[config.mk]
export PLATFORM = sky130hd
export DESIGN_NAME = prre_event
export DESIGN_NICKNAME = d
export VERILOG_FILES = /design/src/core/prre_pkg.sv /design/src/core/prre_desc_format.sv /design/src/core/prre_event.sv
export SDC_FILE = /design/constraint.sdc
export NUM_CORES = 1
export LEC_CHECK = 0
export BUFFER_PORTS_ARGS = -buffer_cell sky130_fd_sc_hd__clkbuf_2
export CORE_ASPECT_RATIO = 0.7
export CORE_MARGIN = 3
export CORE_UTILIZATION = 47
export CTS_CLUSTER_DIAMETER = 200
export CTS_CLUSTER_SIZE = 14
export DETAILED_ROUTE_END_ITERATION = 6
export MAX_ROUTING_LAYER = met4
export PLACE_DENSITY_LB_ADDON = 0.12
export SLEW_MARGIN = 10
export SYNTH_ARGS = -nofsm -noshare
export SYNTH_HDL_FRONTEND = slang
export SYNTH_SLANG_ARGS = --single-unit
[constraint.sdc]
create_clock -name clk_in -period 6.36 [get_ports clk_in]
set_input_delay 0.954 -clock clk_in [delete_from_list [all_inputs] [get_ports clk_in]]
set_output_delay 0.954 -clock clk_in [all_outputs]
set_load 0.02 [all_outputs]
[src/core/prre_pkg.sv]
// Shared constants and types for the page request report block
package prre_pkg;
	// Descriptor layout, 128 bits, type code in the lowest two bits
	localparam int DESC_W = 128;
	localparam int TYPE_LSB = 0;
	localparam logic [1:0] TYPE_PAGE_REQ = 2'h1;
	localparam int POS_STREAM_REPLY = 2;
	localparam int POS_BLOCKED = 3;
	localparam int POS_PASID_PRESENT = 8;
	localparam int POS_BUS = 16;
	localparam int POS_DEVFN = 24;
	localparam int POS_PASID = 32;
	localparam int POS_RD = 52;
	localparam int POS_WR = 53;
	localparam int POS_LAST = 54;
	localparam int POS_PRIV = 55;
	localparam int POS_DATA = 56;
	localparam int POS_GROUP = 64;
	localparam int POS_EXEC = 73;
	localparam int POS_ADDR = 76;
	localparam int SRC_W = 16;
	localparam int BUS_W = 8;
	localparam int PASID_W = 20;
	localparam int ADDR_W = 52;
	localparam int GROUP_W = 9;
	localparam int DATA_W = 8;
	// Queue entry is 16 bytes
	localparam int ENTRY_SHIFT = 4;

	// Register byte offsets
	localparam logic [7:0] REG_BASE = 8'h00;
	localparam logic [7:0] REG_HEAD = 8'h04;
	localparam logic [7:0] REG_TAIL = 8'h08;
	localparam logic [7:0] REG_STATUS = 8'h0C;
	localparam logic [7:0] REG_EVENT = 8'h10;
	localparam int STATUS_PENDING_BIT = 0;
	localparam int EVENT_MASK_BIT = 31;
	localparam int EVENT_HELD_BIT = 30;
	localparam logic MASK_RESET = 1'h1;
	localparam logic [31:0] BASE_RESET = 32'h0000_0000;

	typedef struct packed {
		logic [SRC_W-1:0] source_id;
		logic pasid_present;
		logic [PASID_W-1:0] pasid;
		logic [ADDR_W-1:0] page_addr;
		logic [GROUP_W-1:0] group_index;
		logic last_in_group;
		logic stream_reply_wanted;
		logic blocked_on_fault_flag;
		logic read_req;
		logic write_req;
		logic exec_req;
		logic priv_req;
		logic [DATA_W-1:0] private_data;
	} prre_req_type;

	typedef enum logic [0:0] {
		PRRE_IDLE = 1'b0,
		PRRE_WRITE = 1'b1
	} prre_phase_type;
endpackage : prre_pkg

[src/core/prre_desc_format.sv]
// Builds a page request descriptor from an incoming message
`timescale 1ns/1ps
module prre_desc_format (
	input wire prre_pkg::prre_req_type req_in,
	output logic [prre_pkg::DESC_W-1:0] desc_out
);
	logic has_access;
	logic stream_ok;

	always_comb begin
		has_access = req_in.read_req | req_in.write_req;
		stream_ok = req_in.stream_reply_wanted & ~req_in.last_in_group;
		desc_out = '0;
		desc_out[prre_pkg::TYPE_LSB +: 2] = prre_pkg::TYPE_PAGE_REQ;
		desc_out[prre_pkg::POS_BUS +: prre_pkg::BUS_W] = req_in.source_id[15:8];
		desc_out[prre_pkg::POS_DEVFN +: prre_pkg::BUS_W] = req_in.source_id[7:0];
		desc_out[prre_pkg::POS_PASID_PRESENT] = req_in.pasid_present;
		// Undefined fields are written as zero so nothing leaks
		if (req_in.pasid_present) begin
			desc_out[prre_pkg::POS_PASID +: prre_pkg::PASID_W] = req_in.pasid;
		end
		if (has_access) begin
			desc_out[prre_pkg::POS_ADDR +: prre_pkg::ADDR_W] = req_in.page_addr;
			desc_out[prre_pkg::POS_GROUP +: prre_pkg::GROUP_W] = req_in.group_index;
		end
		desc_out[prre_pkg::POS_LAST] = req_in.last_in_group;
		desc_out[prre_pkg::POS_STREAM_REPLY] = stream_ok;
		desc_out[prre_pkg::POS_BLOCKED] = stream_ok & req_in.blocked_on_fault_flag;
		desc_out[prre_pkg::POS_RD] = req_in.read_req;
		desc_out[prre_pkg::POS_WR] = req_in.write_req;
		desc_out[prre_pkg::POS_EXEC] = req_in.pasid_present & req_in.read_req
			& req_in.exec_req;
		desc_out[prre_pkg::POS_PRIV] = req_in.pasid_present & has_access
			& req_in.priv_req;
		desc_out[prre_pkg::POS_DATA +: prre_pkg::DATA_W] = req_in.private_data;
	end
endmodule : prre_desc_format

[src/core/prre_event.sv]
// Page request queue writer with pending flag and event interrupt
//
// The address map and strobed register access are this design's own decisions.
`timescale 1ns/1ps
// Overview of operation
// Each record is a 128-bit descriptor with a two-bit type code at bits 1:0.
// Write descriptor at the tail entry, then advance tail by one.
// Bus field gets source id upper byte, device/function field the lower byte.
// PASID-present bit follows the request; PASID field zero when absent.
// Address field holds page address unless neither read nor write requested.
// Nine-bit group index reported; zero when neither read nor write requested.
// Endpoint keeps one outstanding last-in-group per PASID and group index.
// Endpoint keeps one outstanding last-in-group without PASID per group index.
// Last-in-group bit marks only the final request of its group.
// Stream reply bit is written zero when last-in-group is set.
// Blocked-on-fault bit only with stream reply and not last; else zero.
// Read and write request bits show the needed permissions.
// Execute bit only meaningful with PASID present and read requested.
// Privilege bit 1 supervisor, 0 user, with PASID and read or write.
// Software answers stream requests and whole groups with responses.
// Software copies private data into its response.
// Every descriptor written sets the pending request flag.
// No new event if the pending flag was already set.
// Else set held flag; unmasked fires interrupt and clears held.
// Clearing the mask while held fires the interrupt and clears held.
// Clearing pending flag while held clears held without interrupt.
// Descriptor visible and tail advanced before the interrupt goes out.
// Tail read completes only after accepted descriptors are visible.
// Status, tail, event reads follow any in-flight interrupt.
// Descriptor fields use a fixed layout apart from the type code.
module prre_event #(
	parameter int QIDX_W = 8
) (
	input wire logic clk_in,
	input wire logic reset_n_in,
	input wire logic req_valid_in,
	input wire prre_pkg::prre_req_type req_in,
	output logic req_ready_out,
	output logic mem_wr_out,
	output logic [31:0] mem_addr_out,
	output logic [prre_pkg::DESC_W-1:0] mem_data_out,
	input wire logic mem_ack_in,
	input wire logic [7:0] reg_addr_in,
	input wire logic [31:0] reg_wdata_in,
	input wire logic reg_wr_in,
	input wire logic reg_rd_in,
	output logic [31:0] reg_rdata_out,
	output logic event_intr_out
);
	generate
		if (QIDX_W < 1 || QIDX_W > 24) begin : g_bad_width
			$error("QIDX_W out of range");
		end
	endgenerate

	typedef struct packed {
		prre_pkg::prre_phase_type phase;
		logic ready;
		logic mem_wr;
		logic [31:0] addr;
		logic [prre_pkg::DESC_W-1:0] desc;
		logic [QIDX_W-1:0] tail;
		logic [QIDX_W-1:0] head;
		logic [31:0] base;
		logic pending;
		logic held;
		logic mask;
		logic intr;
		logic [31:0] rdata;
	} prre_state_type;

	prre_state_type s;
	prre_state_type next_s;
	logic [1:0] rst_sync;
	logic rst_n;
	logic [prre_pkg::DESC_W-1:0] fmt_desc;
	logic accept;
	logic done;
	logic new_event;
	logic wr_status;
	logic wr_event;
	logic clear_pending;
	logic mask_eff;
	logic unmask;

	// Reset released through two flops
	always_ff @(posedge clk_in or negedge reset_n_in) begin
		if (!reset_n_in) begin
			rst_sync <= 2'h0;
		end else begin
			rst_sync <= {rst_sync[0], 1'h1};
		end
	end
	assign rst_n = rst_sync[1];

	prre_desc_format u_format (
		.req_in(req_in),
		.desc_out(fmt_desc)
	);

	always_comb begin
		next_s = s;
		next_s.intr = 1'h0;
		next_s.rdata = 32'h0000_0000;
		accept = s.ready & req_valid_in;
		done = (s.phase == prre_pkg::PRRE_WRITE) & mem_ack_in;
		wr_status = reg_wr_in & (reg_addr_in == prre_pkg::REG_STATUS);
		wr_event = reg_wr_in & (reg_addr_in == prre_pkg::REG_EVENT);
		clear_pending = wr_status & reg_wdata_in[prre_pkg::STATUS_PENDING_BIT];
		mask_eff = wr_event ? reg_wdata_in[prre_pkg::EVENT_MASK_BIT] : s.mask;
		unmask = wr_event & s.mask & ~reg_wdata_in[prre_pkg::EVENT_MASK_BIT];
		new_event = done & ~s.pending;

		// Software register writes; hardware updates below take priority
		if (reg_wr_in) begin
			unique case (reg_addr_in)
				prre_pkg::REG_BASE: begin
					next_s.base = reg_wdata_in;
				end
				prre_pkg::REG_HEAD: begin
					next_s.head = reg_wdata_in[QIDX_W-1:0];
				end
				prre_pkg::REG_TAIL: begin
					next_s.tail = reg_wdata_in[QIDX_W-1:0];
				end
				default: begin
				end
			endcase
		end

		unique case (s.phase)
			prre_pkg::PRRE_IDLE: begin
				if (accept) begin
					next_s.phase = prre_pkg::PRRE_WRITE;
					next_s.desc = fmt_desc;
					next_s.mem_wr = 1'h1;
					next_s.addr = s.base + (32'(s.tail) << prre_pkg::ENTRY_SHIFT);
				end
			end
			prre_pkg::PRRE_WRITE: begin
				// Tail moves only once memory reports the write visible
				if (mem_ack_in) begin
					next_s.phase = prre_pkg::PRRE_IDLE;
					next_s.mem_wr = 1'h0;
					next_s.tail = s.tail + 1'b1;
				end
			end
		endcase

		// Set beats a same-cycle write-one-to-clear
		if (done) begin
			next_s.pending = 1'h1;
		end else if (clear_pending) begin
			next_s.pending = 1'h0;
		end

		next_s.mask = mask_eff;
		// A new event's interrupt leaves in the cycle the tail advances, never earlier
		if (new_event) begin
			if (mask_eff) begin
				next_s.held = 1'h1;
			end else begin
				next_s.intr = 1'h1;
				next_s.held = 1'h0;
			end
		end else if (s.held & unmask) begin
			next_s.intr = 1'h1;
			next_s.held = 1'h0;
		end else if (s.held & clear_pending) begin
			next_s.held = 1'h0;
		end

		// One request in flight keeps the full check exact
		next_s.ready = (next_s.phase == prre_pkg::PRRE_IDLE)
			& ((next_s.tail + 1'b1) != next_s.head);

		// Interrupt flop updates no later than the read data, so it is pushed first
		if (reg_rd_in) begin
			unique case (reg_addr_in)
				prre_pkg::REG_BASE: begin
					next_s.rdata = s.base;
				end
				prre_pkg::REG_HEAD: begin
					next_s.rdata = 32'(s.head);
				end
				prre_pkg::REG_TAIL: begin
					next_s.rdata = 32'(s.tail);
				end
				prre_pkg::REG_STATUS: begin
					next_s.rdata[prre_pkg::STATUS_PENDING_BIT] = s.pending;
				end
				prre_pkg::REG_EVENT: begin
					next_s.rdata[prre_pkg::EVENT_MASK_BIT] = s.mask;
					next_s.rdata[prre_pkg::EVENT_HELD_BIT] = s.held;
				end
				default: begin
				end
			endcase
		end
	end

	always_ff @(posedge clk_in or negedge rst_n) begin
		if (!rst_n) begin
			s <= '0;
			s.mask <= prre_pkg::MASK_RESET;
			s.base <= prre_pkg::BASE_RESET;
		end else begin
			s <= next_s;
		end
	end

	assign req_ready_out = s.ready;
	assign mem_wr_out = s.mem_wr;
	assign mem_addr_out = s.addr;
	assign mem_data_out = s.desc;
	assign reg_rdata_out = s.rdata;
	assign event_intr_out = s.intr;
endmodule : prre_event

**Yosys cells after proc, flatten, opt, wreduce, memory -nomap -nowiden**

Index checks and enable logic that the tools add are counted.

- Reductions and logical operators: 6
- Equal/unequal tests: 7
- Bitwise operators: 23
- Add/subtract/negate cells: 3
- Muxes and demuxes: 29

Operator list:

| operator | count |
|---|---|
| $mux 161 | 1 |
| $pmux 29 s3 | 1 |
| $mux 32 | 2 |
| $mux 52 | 1 |
| $mux 48 | 1 |
| $add 32x12->32 | 1 |
| $mux 8 | 4 |
| $mux 20 | 1 |
| $and 1x1->1 | 17 |
| $add 8x1->8 const B | 2 |
| $eq 8x4->1 const B | 2 |
| $mux 1 | 13 |
| $mux 9 | 1 |
| $eq 8x3->1 const B | 1 |
| $eq 8x5->1 const B | 1 |
| $logic_not 8->1 | 1 |
| $ne 8x8->1 | 1 |
| $reduce_and 2->1 | 3 |
| $not 1->1 | 5 |
| $ne 2x2->1 const B | 2 |
| $pmux 1 s2 | 2 |
| $pmux 1 s4 | 1 |
| $pmux 2 s2 | 1 |
| $reduce_bool 3->1 | 1 |
| 2 further kinds | 2 |

- Logic and storage cells: 82
- Output and inout port bits: 195
- Register bits: 235

**Depth between registers and ports, before layout**

- Word-level depth: 8
- Mapped depth: 12
- Gate-level depth less buffers: 12

**By module**

A second synthesis with hierarchy kept.

- Cells, all modules: 1445
- Area, all modules: 13211.4 um^2

By module, submodules not included:

| module | cells an instance | times used | seq. area each (um^2) | area each (um^2) |
|---|---|---|---|---|
| prre_event | 1298 | 1 | 6232.2 | 12092.8 |
| prre_desc_format | 147 | 1 | 0.0 | 1118.6 |

**Worst setup path before layout**

No wires, ideal clock.

- Path type: input-to-reg
- Start point: in reg_addr_in[5]
- End point: reg s (netlist bit req_ready_out)
- Setup slack: 2.915 ns
- Cell stages on the path: 10
- Library setup time: 0.082 ns
- Arrival: 3.363 ns
- Cells stage by stage: or4_1 -> buf_2 -> nor4_4 -> mux2i_1 -> nor2_1 -> or3b_1 -> a211oi_1 -> a21oi_1 -> mux2_2 -> a31oi_1

RTL lines:

| item | RTL line | RTL |
|---|---|---|
| start: declaration | prre_event.sv:43 | `input wire logic [7:0] reg_addr_in,` |
| end signal: assignment | prre_event.sv:208 | `s <= next_s;` |
| end: declaration | prre_event.sv:72 | `prre_state_type s;` |

==> out/qor.json <==
{
  "initial_antenna_violation_count": {"value": 1},
  "cts_setup_buffers": {"value": 0},
  "io_buffer_count": {"value": 339},
  "grt_pass1_wl": {"value": 43.26, "unit": "mm"},
  "post_route_standard_cell_area_excluding_fillers": {"value": 12730, "unit": "sq um"},
  "worst_slew_pin_slew": {"value": 1.195, "unit": "ns"},
  "fillerInstances": {"value": 2212},
  "seq_power_share": {"value": 42.1, "unit": "%"},
  "floorplan.initialDensity": {"value": 48.47, "unit": "%"},
  "power.ir.vdd_worst": {"value": 217.2, "unit": "uV"},
  "timing.slew.headroom": {"value": 20.34, "unit": "%"},
  "ios": {"value": 354},
  "setup.worst_path.end_class": {"value": "register"},
  "cts.sinks": {"value": 235},
  "root_buffer": {"value": "clkbuf_16"},
  "drt_first_pass_iters": {"value": 5},
  "crit_path_max_fanout": {"value": 20},
  "setup-violations-final": {"value": 0},
  "post_synth.cell_area_avg": {"value": 9.966, "unit": "sq um"},
  "cp_data_required_time": {"value": 6.77, "unit": "ns"},
  "nets": {"value": 1470},
  "crit_path_frequent_cell": {"value": "a211oi_1"},
  "post_dp_cell_area": {"value": 12170, "unit": "sq um"},
  "yosysWarningCount": {"value": 0},
  "comb_power_share": {"value": 36.2, "unit": "%"},
  "maximum_level_of_the_cts_h_tree": {"value": 1},
  "routabilityCongestion": {"value": 0.9031},
  "setup_repair_after_global_routing_missed_its_margin": {"value": "false"},
  "start_kind": {"value": "input port"},
  "final_period_minus_worst_setup_slack": {"value": 3.777, "unit": "ns"},
  "area.growth.synth_to_final": {"value": 9.730, "unit": "%"},
  "route.detailed.wl_per_inst": {"value": 17.49, "unit": "microns"},
  "dr.first_iter.drc_count": {"value": 464},
  "timing.setup.critical_path_class": {"value": "in2reg"},
  "dr_total_vias": {"value": 8080},
  "whs": {"value": 0.2375, "unit": "ns"},
  "synth-seq-cells": {"value": 235},
  "wire_length_after_detailed_routing": {"value": 28.44, "unit": "mm"},
  "clock_path_buffers": {"value": 3},
  "multi_input_comb_area": {"value": 4073, "unit": "sq um"},
  "yosysTopAreaCellShare": {"value": 50.48, "unit": "%"},
  "maxCapViolations": {"value": 0},
  "p_total": {"value": 5.159, "unit": "mW"},
  "power_density": {"value": 405.3, "unit": "nW/um^2"},
  "outcome": {"value": "complete, no violations"},
  "report.final.slew_viol_count": {"value": 0},
  "arrival": {"value": 4.19, "unit": "ns"},
  "post_synth_inst_count": {"value": 1164},
  "post_synth_most_frequent_cells": {"value": "dfrtp_1 (234), nand2_1 (219), buf_4 (192), o21ai_0 (123), mux2_2 (70)"},
  "core_area": {"value": 23930, "unit": "sq um"},
  "die_area": {"value": 26630, "unit": "sq um"},
  "route.antenna.remaining_nets": {"value": 0},
  "post-synth-top-count-cell": {"value": "dfrtp_1"},
  "reg2reg_from": {"value": "s[246]"},
  "grt_pass1_vias": {"value": 7421},
  "cts.reportedPaths.clkPinSlew": {"value": 0.07, "unit": "ns"},
  "finalClockSkew": {"value": 0.01363, "unit": "ns"},
  "synth_cell_type_count": {"value": 54},
  "grt_max_degree": {"value": 120},
  "synth_async_sr_flop_share": {"value": 100.0, "unit": "%"},
  "min_path_type": {"value": "in2async"},
  "ff_latch_area": {"value": 5886, "unit": "sq um"},
  "setup.worst_path.start": {"value": "reg_addr_in[3]"},
  "synthesis.area": {"value": 11600, "unit": "sq um"},
  "total_leakage_power": {"value": 6.559, "unit": "nW"},
  "clockPowerShare": {"value": 21.7, "unit": "%"},
  "postCtsResizedCells": {"value": 0},
  "drc": {"value": 0},
  "gr_ovfl_total": {"value": 0},
  "grt_most_used_layer": {"value": "met2"},
  "internal_power": {"value": 3.151, "unit": "mW"},
  "globalRouteMet3Util": {"value": 4.302, "unit": "%"},
  "synthTopCellsByArea": {"value": "dfrtp_1 (50%), buf_4 (12%), nand2_1 (7.1%)"},
  "timing.critical_path.cells": {"value": "clkbuf_2 > and3b_1 > nand4_1 > a211oi_1 > nand3b_1 > or3b_1 > a211oi_1 > a21oi_1 > mux2_2 > a31oi_1"},
  "synth_top_cell_by_area": {"value": "dfrtp_1"},
  "cpMaxStageDelayCell": {"value": "a211oi_1"},
  "holdBufCountCts": {"value": 0},
  "worst_skew_pair.late_latency": {"value": 0.49, "unit": "ns"},
  "drive_gt1_share": {"value": 34.35, "unit": "%"},
  "cp_slowest_stage_delay": {"value": 0.86, "unit": "ns"},
  "global_route.usage.total": {"value": 20.90, "unit": "%"},
  "dieWidth": {"value": 193.8, "unit": "microns"},
  "global_route.usage.met2": {"value": 31.00, "unit": "%"},
  "placementRows": {"value": 47},
  "synth_enable_flop_cells": {"value": 0},
  "place_hpwl": {"value": 21.13, "unit": "mm"},
  "switching_share": {"value": 38.92, "unit": "%"},
  "timing.final.hold_violations": {"value": 0},
  "totalNegativeSetupSlack": {"value": 0, "unit": "ns"},
  "tritoncts_clock_tree": {"value": "built"},
  "cts_made_buffers": {"value": 20},
  "period_share": {"value": 59.38, "unit": "%"},
  "synthFlopType": {"value": "dfrtp_1"},
  "floorplan.die.height": {"value": 137.4, "unit": "microns"},
  "route.detailed.vias_per_inst": {"value": 4.969},
  "fmax": {"value": 0.2648, "unit": "GHz"},
  "synth-seq-area-share": {"value": 50.71, "unit": "%"},
  "p_switching": {"value": 2.008, "unit": "mW"},
  "grt_use_met1": {"value": 30.40, "unit": "%"}
}
path summary, 6_finish.rpt:
| path | end | slack (ns) | depth (start not counted) |
|---|---|---|---|
| max in group asynchronous | mem_data_out[39] | 4.74 | 1 |
| setup reg to reg | req_ready_out | 3.07 | 9 |
| min in group clk_in | rst_sync[1] | 0.35 | 0 |
| hold / removal | rst_sync[1] | 0.24 | 1 |
| hold reg to reg | mem_data_out[124] | 0.30 | 0 |
| setup / recovery | req_ready_out | 2.58 | 10 |
power by group through the flow:
stage | registers (mW) | clock network, mW | logic (mW)
3_3_place_gp | 2.18 | 0 | 1.87
4_1_cts | 2.17 | 1.16 | 1.89
2_1_floorplan | 2.14 | 0 | 1.74
6_report | 2.17 | 1.12 | 1.87
3_5_place_dp | 2.20 | 0 | 1.88
5_1_grt | 2.22 | 1.22 | 2.04
layer usage:
| metal | vias up | share of wire (%) |
|---|---|---|
| met5 | - | 0 |
| met4 | 0 | 1.5 |
| li1 | 3939 | - |
| met3 | 35 | 6.6 |
| met2 | 284 | 45 |
| met1 | 3822 | 47 |
critical path: cells and delay by family:
family | cells | cell delay (ns)
simple gates | 4 | 1.26
buf+inv | 1 | 0.39
compound gates | 4 | 1.30
mux | 1 | 0.27
cells in the final DEF (no fill, tap or decap), types with 2 or more instances in the layout:
master / instances
o31ai_1: 5
and3_1: 10
buf_4: 6
clkbuf_1: 7
clkbuf_16: 21
a21boi_0: 7
nor2_1: 30
nor3_1: 8
o211ai_1: 2
and4_1: 5
nand3_1: 13
mux2_2: 70
conb_1: 15
nor2b_1: 7
xnor2_1: 18
or2_2: 2
nand4_1: 7
or4_1: 2
xor2_1: 12
dfrtp_1: 233
and2_1: 25
clkbuf_2: 339
a31oi_1: 2
or4bb_1: 2
ha_1: 10
nand2b_1: 5
mux2i_1: 11
a21oi_1: 29
o21ai_0: 123
a211oi_1: 8
o21a_1: 2
a21o_1: 2
nand3b_1: 3
nor4_1: 6
inv_1: 18
a32oi_1: 2
nand2_1: 219
state kept, by name, summed over array words and instances, names as in the netlist:
signal and cells:
mem_wr_out 1, s 52, mem_data_out 114, mem_addr_out 32, req_ready_out 1, rst_sync 2
reg_rdata_out 32, event_intr_out 1
cell families after synthesis:
group	count (synthesis)	synth area share (%)
other	2	0.06474
AND/OR/NAND/NOR	352	13.95
multiplexers	81	7.745
buffers and inverters	263	14.76
AO/OA/AOI/OAI	189	9.060
flip-flops	235	50.71
XOR/XNOR	31	2.470
adder cells (fa/ha/maj)	11	1.251
through the flow:
stage                     instances  worst slack, ns  util (%)
after floorplan                1177            2.500         -
after global placement         1596            2.206     50.84
after detailed placement       1596            2.142     50.84
after CTS                      1625            2.654     53.17
after global routing           1626            2.309     53.18
final                          1626            2.583     53.18
final cells by class:
class	instances	area share (%)
well taps	318	3.126
diodes	1	0.01966
inverters	19	0.5603
clock inverters	1	0.03932
flip-flops and latches	235	46.24
repair buffers	345	13.68
clock buffers	28	4.335
multi-input cells	679	32.00
Power figures use the tool's default switching activity.
